==> src/verilog/prcs_pkg.sv <==
// Constants for the reference clock switchover block: register map, field layout,
// reset values and edge-supervision counts.
// Assumes a 32-bit classic Wishbone register bus and a 100 MHz system clock.
package prcs_pkg;
    // Register byte offsets.
    localparam logic [3:0] CTRL_OFS = 4'h0;
    localparam logic [3:0] HOLD_OFS = 4'h4;
    localparam logic [3:0] STAT_OFS = 4'h8;

    // Control register fields.
    localparam int CTRL_AUTO_BIT = 0;
    localparam logic CTRL_AUTO_RST = 1'b1;

    // Holdoff register: target clock edges required before a switch completes.
    localparam int HOLD_W = 8;
    localparam logic [HOLD_W-1:0] HOLD_RST = 8'h01;

    // Status register fields.
    localparam int STAT_SEL_BIT = 0;
    localparam int STAT_FAULT_A_BIT = 1;
    localparam int STAT_FAULT_B_BIT = 2;
    localparam int STAT_COND_BIT = 3;
    localparam int STAT_LOCK_BIT = 4;

    // Edge supervision counts.
    localparam int EDGE_W = 2;
    localparam logic [EDGE_W-1:0] EDGE_MISS = 2'h3;
    localparam logic [EDGE_W-1:0] EDGE_PAIR_MAX = 2'h2;

    // Reset values of the selection.
    localparam logic SEL_RST = 1'b0;

    typedef enum logic [1:0] {
        PRCS_RUN,
        PRCS_GATE_OFF,
        PRCS_WAIT_NEW
    } prcs_state_t;
endpackage

==> src/verilog/prcs_switchover.sv <==
// Reference clock switchover for a PLL: supervises two reference clocks, selects one,
// gates the chosen one out glitch-free and reports faults to fabric logic.
// Assumes both reference clocks are much slower than clk_i so that the two-stage
// synchronisers see every level; the reference clock, request and lock pins are asynchronous to clk_i.
//
// Functional notes
// Select one of two references, automatic or manual.
// Primary absent moves reference to secondary automatically.
// Automatic switching only goes primary to secondary.
// Far side drives manual switching beyond 20% mismatch.
// Low gated lock forces secondary selection; the code forces it only in automatic mode and only after lock was seen high.
// Keep one edge counter per reference clock.
// Clear counters at pairs 1-1, 1-2, 2-1, 2-2.
// Count of three flags other clock faulty.
// Switch condition goes low after fault rises.
// After switch condition, select the secondary clock.
// Configurable edge count before switchover completes.
// Fault and condition indicators go to fabric.
// Manual request changes selected reference in automatic mode.
// Gate output off at current clock falling edge.
// Mux and select move at new clock falling edge.
// Override: condition follows request, indicator follows select.
// Healthy clocks raise no fault during manual switch.
// Only rising request edge switches; each rise repeats.
// Switch completes only when target clock present.
// Fast variant supports manual switching only.
// Indicator reads 0 for clock a, 1 for b.
// Far side holds request for minimum pulse width.
// Reset selects clock a, faults low.
//
// Added by the designer: register access over Wishbone and the register addresses.
`timescale 1ns/10ps
module prcs_switchover #(
    parameter bit FAST_VARIANT = 1'b0
) (
    input wire logic clk_i,
    input wire logic rst_i,
    input wire logic cyc_i,
    input wire logic stb_i,
    input wire logic we_i,
    input wire logic [3:0] adr_i,
    input wire logic [3:0] sel_i,
    input wire logic [31:0] dat_i,
    output logic [31:0] dat_o,
    output logic ack_o,
    input wire logic ref_clock_a_i,
    input wire logic ref_clock_b_i,
    input wire logic manual_switch_request_i,
    input wire logic gated_lock_i,
    output logic gated_ref_out_o,
    output logic ref_select_o,
    output logic active_ref_indicator_o,
    output logic switch_condition_o,
    output logic first_clock_fault_flag_o,
    output logic second_clock_fault_flag_o
);
    // Pin synchronisers; only the second stage is read by logic.
    logic [1:0] sync_a, sync_b, sync_req, sync_lock;
    logic prev_a, prev_b, prev_req;
    always_ff @(posedge clk_i) begin
        if (rst_i) begin
            sync_a <= 2'h0;
            sync_b <= 2'h0;
            sync_req <= 2'h0;
            sync_lock <= 2'h0;
            prev_a <= 1'b0;
            prev_b <= 1'b0;
            prev_req <= 1'b0;
        end else begin
            sync_a <= {sync_a[0], ref_clock_a_i};
            sync_b <= {sync_b[0], ref_clock_b_i};
            sync_req <= {sync_req[0], manual_switch_request_i};
            sync_lock <= {sync_lock[0], gated_lock_i};
            prev_a <= sync_a[1];
            prev_b <= sync_b[1];
            prev_req <= sync_req[1];
        end
    end

    logic rise_a, rise_b, fall_a, fall_b, req_rise;
    assign rise_a = sync_a[1] && !prev_a;
    assign rise_b = sync_b[1] && !prev_b;
    assign fall_a = !sync_a[1] && prev_a;
    assign fall_b = !sync_b[1] && prev_b;
    assign req_rise = sync_req[1] && !prev_req;

    // Registers.
    logic auto_en, lock_seen;
    logic [prcs_pkg::HOLD_W-1:0] holdoff;
    logic wr_go;
    assign wr_go = ack_o && we_i && sel_i[0];
    always_ff @(posedge clk_i) begin
        if (rst_i) begin
            auto_en <= prcs_pkg::CTRL_AUTO_RST;
            holdoff <= prcs_pkg::HOLD_RST;
        end else if (wr_go && adr_i == prcs_pkg::CTRL_OFS) begin
            auto_en <= dat_i[prcs_pkg::CTRL_AUTO_BIT];
        end else if (wr_go && adr_i == prcs_pkg::HOLD_OFS) begin
            holdoff <= dat_i[prcs_pkg::HOLD_W-1:0];
        end
    end

    // The fast variant has no sensing path, so automatic mode is forced off.
    logic auto_on;
    assign auto_on = auto_en && !FAST_VARIANT;

    always_ff @(posedge clk_i) begin
        if (rst_i) begin
            lock_seen <= 1'b0;
        end else if (sync_lock[1]) begin
            lock_seen <= 1'b1;
        end
    end

    // Edge supervision counters.
    logic [prcs_pkg::EDGE_W-1:0] cnt_a, cnt_b, inc_a, inc_b;
    logic pair_clr, miss_any;
    always_comb begin
        inc_a = cnt_a;
        inc_b = cnt_b;
        if (rise_a && cnt_a != prcs_pkg::EDGE_MISS) begin
            inc_a = cnt_a + 2'h1;
        end
        if (rise_b && cnt_b != prcs_pkg::EDGE_MISS) begin
            inc_b = cnt_b + 2'h1;
        end
        pair_clr = inc_a != 2'h0 && inc_a <= prcs_pkg::EDGE_PAIR_MAX
            && inc_b != 2'h0 && inc_b <= prcs_pkg::EDGE_PAIR_MAX;
        miss_any = inc_a == prcs_pkg::EDGE_MISS || inc_b == prcs_pkg::EDGE_MISS;
    end

    always_ff @(posedge clk_i) begin
        if (rst_i) begin
            cnt_a <= 2'h0;
            cnt_b <= 2'h0;
        end else if (pair_clr || miss_any) begin
            // A miss restarts the count so that a returning clock can pair again.
            cnt_a <= 2'h0;
            cnt_b <= 2'h0;
        end else begin
            cnt_a <= inc_a;
            cnt_b <= inc_b;
        end
    end

    // A count of three on one side means the other clock missed an edge. The flag
    // stays up until both clocks toggle as a pair again, so a slow recovery shows.
    logic fault_a, fault_b;
    always_ff @(posedge clk_i) begin
        if (rst_i) begin
            fault_a <= 1'b0;
            fault_b <= 1'b0;
        end else begin
            if (inc_b == prcs_pkg::EDGE_MISS) begin
                fault_a <= 1'b1;
            end else if (pair_clr) begin
                fault_a <= 1'b0;
            end
            if (inc_a == prcs_pkg::EDGE_MISS) begin
                fault_b <= 1'b1;
            end else if (pair_clr) begin
                fault_b <= 1'b0;
            end
        end
    end

    // Switch state machine.
    prcs_pkg::prcs_state_t state;
    logic sel, gate_on;
    logic [prcs_pkg::HOLD_W-1:0] seen;
    logic lock_lost, auto_trig, cur_fall, new_fall, new_rise, new_ok;
    assign lock_lost = lock_seen && !sync_lock[1];
    assign auto_trig = auto_on && !sel && (fault_a || lock_lost);
    assign cur_fall = sel ? fall_b : fall_a;
    assign new_fall = sel ? fall_a : fall_b;
    assign new_rise = sel ? rise_a : rise_b;
    assign new_ok = !(sel ? fault_a : fault_b) && seen >= holdoff;

    always_ff @(posedge clk_i) begin
        if (rst_i) begin
            state <= prcs_pkg::PRCS_RUN;
            sel <= prcs_pkg::SEL_RST;
            gate_on <= 1'b1;
            seen <= '0;
        end else begin
            unique case (state)
                prcs_pkg::PRCS_RUN: begin
                    seen <= '0;
                    if (req_rise || auto_trig) begin
                        state <= prcs_pkg::PRCS_GATE_OFF;
                    end
                end
                prcs_pkg::PRCS_GATE_OFF: begin
                    // A dead current clock never falls, so a fault ends the wait too.
                    if (cur_fall || (sel ? fault_b : fault_a)) begin
                        gate_on <= 1'b0;
                        state <= prcs_pkg::PRCS_WAIT_NEW;
                    end
                end
                prcs_pkg::PRCS_WAIT_NEW: begin
                    if (new_rise && seen != '1) begin
                        seen <= seen + 8'h01;
                    end
                    if (new_fall && new_ok) begin
                        sel <= !sel;
                        gate_on <= 1'b1;
                        state <= prcs_pkg::PRCS_RUN;
                    end
                end
            endcase
        end
    end

    // Output stage registers the gated reference so it leaves on a flip-flop.
    always_ff @(posedge clk_i) begin
        if (rst_i) begin
            gated_ref_out_o <= 1'b0;
        end else begin
            gated_ref_out_o <= gate_on && (sel ? sync_b[1] : sync_a[1]);
        end
    end

    // Condition output: outside the fast variant, low while a fault or (in automatic mode) a lock loss stands, otherwise it mirrors the request.
    logic cond;
    assign cond = (FAST_VARIANT || !(fault_a || fault_b || (auto_on && lock_lost)))
        && sync_req[1];
    always_ff @(posedge clk_i) begin
        if (rst_i) begin
            switch_condition_o <= 1'b0;
            first_clock_fault_flag_o <= 1'b0;
            second_clock_fault_flag_o <= 1'b0;
        end else begin
            switch_condition_o <= cond;
            first_clock_fault_flag_o <= fault_a && !FAST_VARIANT;
            second_clock_fault_flag_o <= fault_b && !FAST_VARIANT;
        end
    end
    assign ref_select_o = sel;
    assign active_ref_indicator_o = sel;

    // Wishbone slave: one wait state, unmapped addresses answer with zero data.
    always_ff @(posedge clk_i) begin
        if (rst_i) begin
            ack_o <= 1'b0;
            dat_o <= 32'h0;
        end else begin
            ack_o <= cyc_i && stb_i && !ack_o;
            dat_o <= 32'h0;
            if (cyc_i && stb_i && !ack_o) begin
                unique case (adr_i)
                    prcs_pkg::CTRL_OFS: dat_o[prcs_pkg::CTRL_AUTO_BIT] <= auto_en;
                    prcs_pkg::HOLD_OFS: dat_o[prcs_pkg::HOLD_W-1:0] <= holdoff;
                    prcs_pkg::STAT_OFS: begin
                        dat_o[prcs_pkg::STAT_SEL_BIT] <= sel;
                        dat_o[prcs_pkg::STAT_FAULT_A_BIT] <= fault_a;
                        dat_o[prcs_pkg::STAT_FAULT_B_BIT] <= fault_b;
                        dat_o[prcs_pkg::STAT_COND_BIT] <= cond;
                        dat_o[prcs_pkg::STAT_LOCK_BIT] <= sync_lock[1];
                    end
                    default: dat_o <= 32'h0;
                endcase
            end
        end
    end

    // Remembers what started the switch in progress, so the one-way rule is checked
    // against the cause rather than against the state machine's own decode.
    logic by_request;
    always_ff @(posedge clk_i) begin
        if (rst_i) begin
            by_request <= 1'b0;
        end else if (state == prcs_pkg::PRCS_RUN && (req_rise || auto_trig)) begin
            by_request <= req_rise;
        end
    end
endmodule

==> config.mk <==
export PLATFORM = sky130hd
export DESIGN_NAME = prcs_switchover
export DESIGN_NICKNAME = d
export VERILOG_FILES = /design/src/verilog/prcs_pkg.sv /design/src/verilog/prcs_switchover.sv
export SDC_FILE = /design/constraint.sdc
export NUM_CORES = 1
export LEC_CHECK = 0
export BUFFER_PORTS_ARGS = -buffer_cell sky130_fd_sc_hd__buf_2
export CAP_MARGIN = 15
export CORE_UTILIZATION = 30
export CTS_CLUSTER_DIAMETER = 150
export CTS_CLUSTER_SIZE = 14
export DETAILED_ROUTE_END_ITERATION = 10
export GPL_ROUTABILITY_DRIVEN = 1
export PLACE_DENSITY_LB_ADDON = 0.15
export SLEW_MARGIN = 15
export SYNTH_ARGS = -nofsm -noshare
export SYNTH_HDL_FRONTEND = slang
export SYNTH_SLANG_ARGS = --single-unit
==> constraint.sdc <==
create_clock -name clk_i -period 2.6 [get_ports clk_i]
set_clock_uncertainty 0.15 [all_clocks]
set_input_delay 0.78 -clock clk_i [delete_from_list [all_inputs] [get_ports clk_i]]
set_output_delay 0.78 -clock clk_i [all_outputs]
set_load 0.005 [all_outputs]
* Word level (Yosys, flattened, before mapping) *
Index checks and enable logic that the tools add are counted.

operators by class
  reduce and logical (&&, ||, !) cells = 58
  div/mod/pow operators = 0
  shifts and indexed selects = 0
  muxes and demuxes = 22
  bitwise gates (word level) = 3
  add/sub/neg operators = 3
  order comparisons = 3
  equal/unequal tests = 13
  multiply operators = 0

operators with widths
  kind                   count
  $logic_and A1 B1 Y1    25
  $pmux W8 S2            1
  $reduce_bool A2 Y1     6
  $mux W1                11
  $logic_not A1 Y1       10
  $mux W2                5
  $ne A2 B2 Y1 const B   5
  $add A8 B1 Y8 const B  1
  $ge A8 B8 Y1           1
  $mux W8                1
  $ne A8 B8 Y1 const B   1
  $pmux W4 S2            1
  $logic_or A1 B1 Y1     7
  $eq A2 B2 Y1 const B   3
  $pmux W2 S3            1
  $reduce_and A2 Y1      3
  $reduce_and A3 Y1      2
  $add A2 B1 Y2 const B  2
  $eq A4 B3 Y1 const B   1
  $eq A4 B4 Y1 const B   1
  $le A2 B2 Y1 const B   2
  $logic_not A4 Y1       1
  $reduce_or A2 Y1       2
  $not A1 Y1             3
  other kinds (6)        6

word-level totals
  bits in registers = 76
  bits of input ports = 49
  memory bits (writable) = 0
  memory bits (read-only) = 0
  latch bits = 0
  memories = 0
  output and inout bits = 39
  word-level logic and storage cells = 128

* Depth between registers and ports, before layout *
  depth in word-level cells = 10
  depth in mapped cells = 7
  gate-level depth less buffers = 7

* Least setup slack after synthesis *
Ideal clock, no wire load.

  path kind = reg-to-reg
  from = reg cnt_a[0] (netlist name)
  to = reg cnt_b[0] (netlist name)
  clock period less this slack = 2.409 ns
  setup time = 0.062 ns
  stages on the path, launching flop included = 8
  buffers on the path = 0
  setup slack = 0.191 ns
  data required time = 2.388 ns
  arrival time = 2.197 ns
  cell sequence = dfxtp_1 > ha_1 > nor3b_1 > mux2_2 > ha_1 > maj3_2 > or3_4 > nor2b_2

between the ends
  longest elaborated chain between the ends = 9
  elaborated cells on any way between the ends = 13
  those cells by class = add/sub: 1; order compare: 1; eq/ne: 2; mux: 1; reduce/logical: 8

ends and longest elaborated chain
  what                                                                   RTL line                text
  from (decl)                                                            prcs_switchover.sv:116  logic [prcs_pkg::EDGE_W-1:0] cnt_a, cnt_b, inc_a, inc_b;
  from (signal assigned)                                                 prcs_switchover.sv:141  cnt_a <= inc_a;
  parallel branches: the longest is 2 deep, another holds $add A2 B1 Y2  --
  $mux W2 *                                                              prcs_switchover.sv:121  if (rise_a && cnt_a != prcs_pkg::EDGE_MISS) begin
  net inc_a, one bit                                                     prcs_switchover.sv:116
  $le A2 B2 Y1 or $reduce_bool A2 Y1 (tied branches)                     prcs_switchover.sv:127  pair_clr = inc_a != 2'h0 && inc_a <= prcs_pkg::EDGE_PAIR_MAX
  $logic_and A1 B1 Y1                                                    prcs_switchover.sv:127
  $logic_and A1 B1 Y1 (2 in a row)                                       prcs_switchover.sv:128  && inc_b != 2'h0 && inc_b <= prcs_pkg::EDGE_PAIR_MAX;
  $logic_or A1 B1 Y1 *                                                   prcs_switchover.sv:136  end else if (pair_clr || miss_any) begin
  $reduce_or A2 Y1 (no source line) *                                    --
  to (signal assigned)                                                   prcs_switchover.sv:142  cnt_b <= inc_b;
  to (decl)                                                              prcs_switchover.sv:116

Mark *: on every way through the listed nets, which the timed path passes.
A chain may end at the register's enable or synchronous reset.

* Worst setup path in the final report *
Same ends and word-level chain as after synthesis.

==> impl_metrics.env <==
export IMPL_grt_pass1_wl_um=8155
export IMPL_synthTopCellsByCount="dfxtp_1 (52), nor2_1 (35), buf_4 (25)"
export IMPL_fmax_mhz=413.0
export IMPL_maxCapViolations=0
export IMPL_maxUsedRoutingLayer="met4"
export IMPL_holdPathStages=1
export IMPL_cp_required_ns=2.69
export IMPL_dieArea_um2=8839
export IMPL_reg2reg_to="cnt_b[0]"
export IMPL_final_hold_violation_count=0
export IMPL_antenna_found_initial=0
export IMPL_gp_congestion=0.7045
export IMPL_grt_overflow=0
export IMPL_clock_sinks=52
export IMPL_hpwlAfterDp_um=3699
export IMPL_h_tree_depth=2
export IMPL_seq_area_frac_synth=0.4099
export IMPL_clk_pin_slew_worst_paths_ns=0.09
export IMPL_critPathSlowestCell="mux2_2"
export IMPL_die_height_um=94.02
export IMPL_grt_max_degree=23
export IMPL_drt_iter0_drc=63
export IMPL_finalSetupViolCount=0
export IMPL_reg2reg_slack_ns=0.18
export IMPL_syn_to_final_growth_pct=13.65
export IMPL_place_area_um2=2766
export IMPL_critPathMostFrequentCell="ha_1"
export IMPL_outcome="finished, final reports clean"
export IMPL_drive_gt1_frac=0.1981
export IMPL_fin_crit_sh=0.9313
export IMPL_synth_area_leaders="dfxtp_1 (41%), ha_1 (7.9%), buf_4 (7.4%), nor2_1 (5.2%), nor2b_1 (4.4%)"
export IMPL_worst_setup_path_end_kind="flip-flop"
export IMPL_boundaryPins=88
export IMPL_max_stage_delay_ns=0.37
export IMPL_synthFlopType="dfxtp_1"
export IMPL_drc=0
export IMPL_core_area_um2=8217
export IMPL_numCtsBuffers=5
export IMPL_yosys_cell_types_count=45
export IMPL_hold_end="sync_req[1]"
export IMPL_grt_util_all_layers=0.1188
export IMPL_power_leakage_nw=1.275
export IMPL_ant_nets=0
export IMPL_power_total_w=0.001608
export IMPL_cts_tree="done"
export IMPL_powerDensity_nw_per_um2=557.2
export IMPL_netlist_instances=272
export IMPL_dr_pass1_iters=4
export IMPL_crit_fanout=4
export IMPL_io_buffer_count=36
export IMPL_wl_per_cell_um=11.54
export IMPL_dp_cells=410
export IMPL_hold_path_class="reg2reg"
export IMPL_synth_avg_cell_area_um2=9.338
export IMPL_ir_worst_vdd_v=0.0002691
export IMPL_antenna_cells=0
export IMPL_slew_violations=0
export IMPL_rsz0062_at_grt="no"
export IMPL_design_area_um2=2887
export IMPL_setup_tns_ns=0
export IMPL_hold_start="sync_req[0]"
export IMPL_rows=33
export IMPL_cts_hold_buf=0
export IMPL_clk_insertion_delay_late_ns=0.30
export IMPL_fin_nets=377
export IMPL_post_cts_buffers=0
export IMPL_yosys_warnings=0
export IMPL_finish_utilization=0.3513
export IMPL_path_class="reg2reg"
export IMPL_cp_start_kind="flip-flop"
export IMPL_yosysTopAreaCell="dfxtp_1"
export IMPL_layout_cells_non_filler=418
export IMPL_cts_path_max_buffers=2
export IMPL_cp_arrival_ns=2.52
export IMPL_synthArstFlopShare=0
export IMPL_start_util=0.3091
export IMPL_vias_per_cell=4.297
export IMPL_fp_dieW_um=94.02
export IMPL_vias=1796
export IMPL_crit_chain="ha_1 -> nor3b_2 -> mux2_2 -> ha_1 -> maj3_2 -> or3_4 -> nor2b_2"
export IMPL_first_global_vias=1671
export IMPL_wirelength_um=4824
export IMPL_wl_met2_um=2162
export IMPL_reg2regPathDepth=7
export IMPL_synth_top_area_share=0.4099
export IMPL_synth_edf_count=0
export IMPL_syn_area_um2=2540
export IMPL_synth_most_common_cell="dfxtp_1"
export IMPL_ys_ff_latch=52
export IMPL_r2r_start="cnt_a[0]"
export IMPL_met1_length_um=2394
export IMPL_route_met3_wl_um=218
export IMPL_clockRootBuffer="clkbuf_8"
export IMPL_min_period_ns=2.421
==> flip-flops by register name (all words and copies together) (netlist names) <==
signal and cells:
switch_condition_o 1, fault_b 1, lock_seen 1, prev_a 1, prev_req 1, fault_a 1, sync_a 2, second_clock_fault_flag_o 1
gated_ref_out_o 1, state 2, gate_on 1, holdoff 8, seen 8, ack_o 1, sync_lock 2, sync_b 2
cnt_a 2, prev_b 1, sync_req 2, first_clock_fault_flag_o 1, auto_en 1, dat_o 8, cnt_b 2, active_ref_indicator_o 1
==> cell usage in the layout, fill, tap and decap left out, types with 5 or more instances in the layout <==
cell type / n
dfxtp_1: 52
buf_2: 36
nor2_1: 35
conb_1: 24
nor2b_1: 18
ha_1: 16
inv_1: 14
nand2b_1: 12
mux2i_1: 11
nand2_1: 8
a21oi_1: 7
nand3_1: 7
xnor2_1: 6
buf_4: 6
and3_1: 5
clkbuf_8: 5
==> area by class of cell <==
cell class | count | area, um^2
fillers | 875 | 5330
multi-input cells | 197 | 1321
clock inverters | 3 | 46.29
well taps | 105 | 131.4
flip-flops and latches | 52 | 1041
clock buffers | 5 | 68.82
inverters | 14 | 52.55
repair buffers | 42 | 225.2
==> stage by stage <==
step                      setup slack [ns]  hold slack [ns]
after global placement              0.1405           0.2777
after CTS                          0.07930           0.2965
after detailed placement            0.1054           0.2727
after floorplan                     0.1909           0.2638
after global routing               0.07863           0.3157
final                               0.1787           0.2925
==> per-layer routing <==
metal  GRT usage  vias up
li1            -      939
met1      0.1558      815
met2      0.1940       38
met3     0.02832        4
met4     0.03077        0
met5           0        -
==> timing repair <==
item	4_1_cts	5_1_grt
endpoints found under the setup margin	0	4
endpoints found under the hold margin	0	0
resized for setup	0	1
==> how the worst max path moves through the flow <==
stage,cells past startpoint,endpoint,slack [ns],start
3_5_place_dp,7,cnt_a[1],0.11,cnt_a[0]
4_1_cts,7,cnt_b[1],0.08,cnt_a[0]
5_1_grt,7,cnt_a[0],0.08,cnt_a[0]
2_1_floorplan,7,cnt_b[0],0.19,cnt_a[0]
3_3_place_gp,7,cnt_a[1],0.14,cnt_a[0]
6_report,7,cnt_b[0],0.18,cnt_a[0]
==> worst max-delay path, delay by kind of cell, from the launching register on <==
kind / cells / cell delay [ns]
simple gates: 3 / 0.68
mux: 1 / 0.37
fa+ha+maj: 3 / 0.84
flops: 1 / 0.33
==> report_power, final <==
| part | switching, W | internal [W] | total, W |
|---|---|---|---|
| clock network | 0.000278 | 0.000290 | 0.000568 |
| registers | 0.0000141 | 0.000818 | 0.000832 |
| logic | 0.000121 | 0.0000876 | 0.000208 |
| total | 0.000413 | 0.00120 | 0.00161 |
==> kinds of logic after synthesis <==
group | synth area share
fa+ha+maj | 0.08325
mux | 0.06256
compound gates | 0.08719
flops | 0.4099
buf+inv | 0.1059
simple gates | 0.2187
xor+xnor | 0.03104
other cells | 0.001476
No activity file was read; power rests on OpenSTA's default activity.
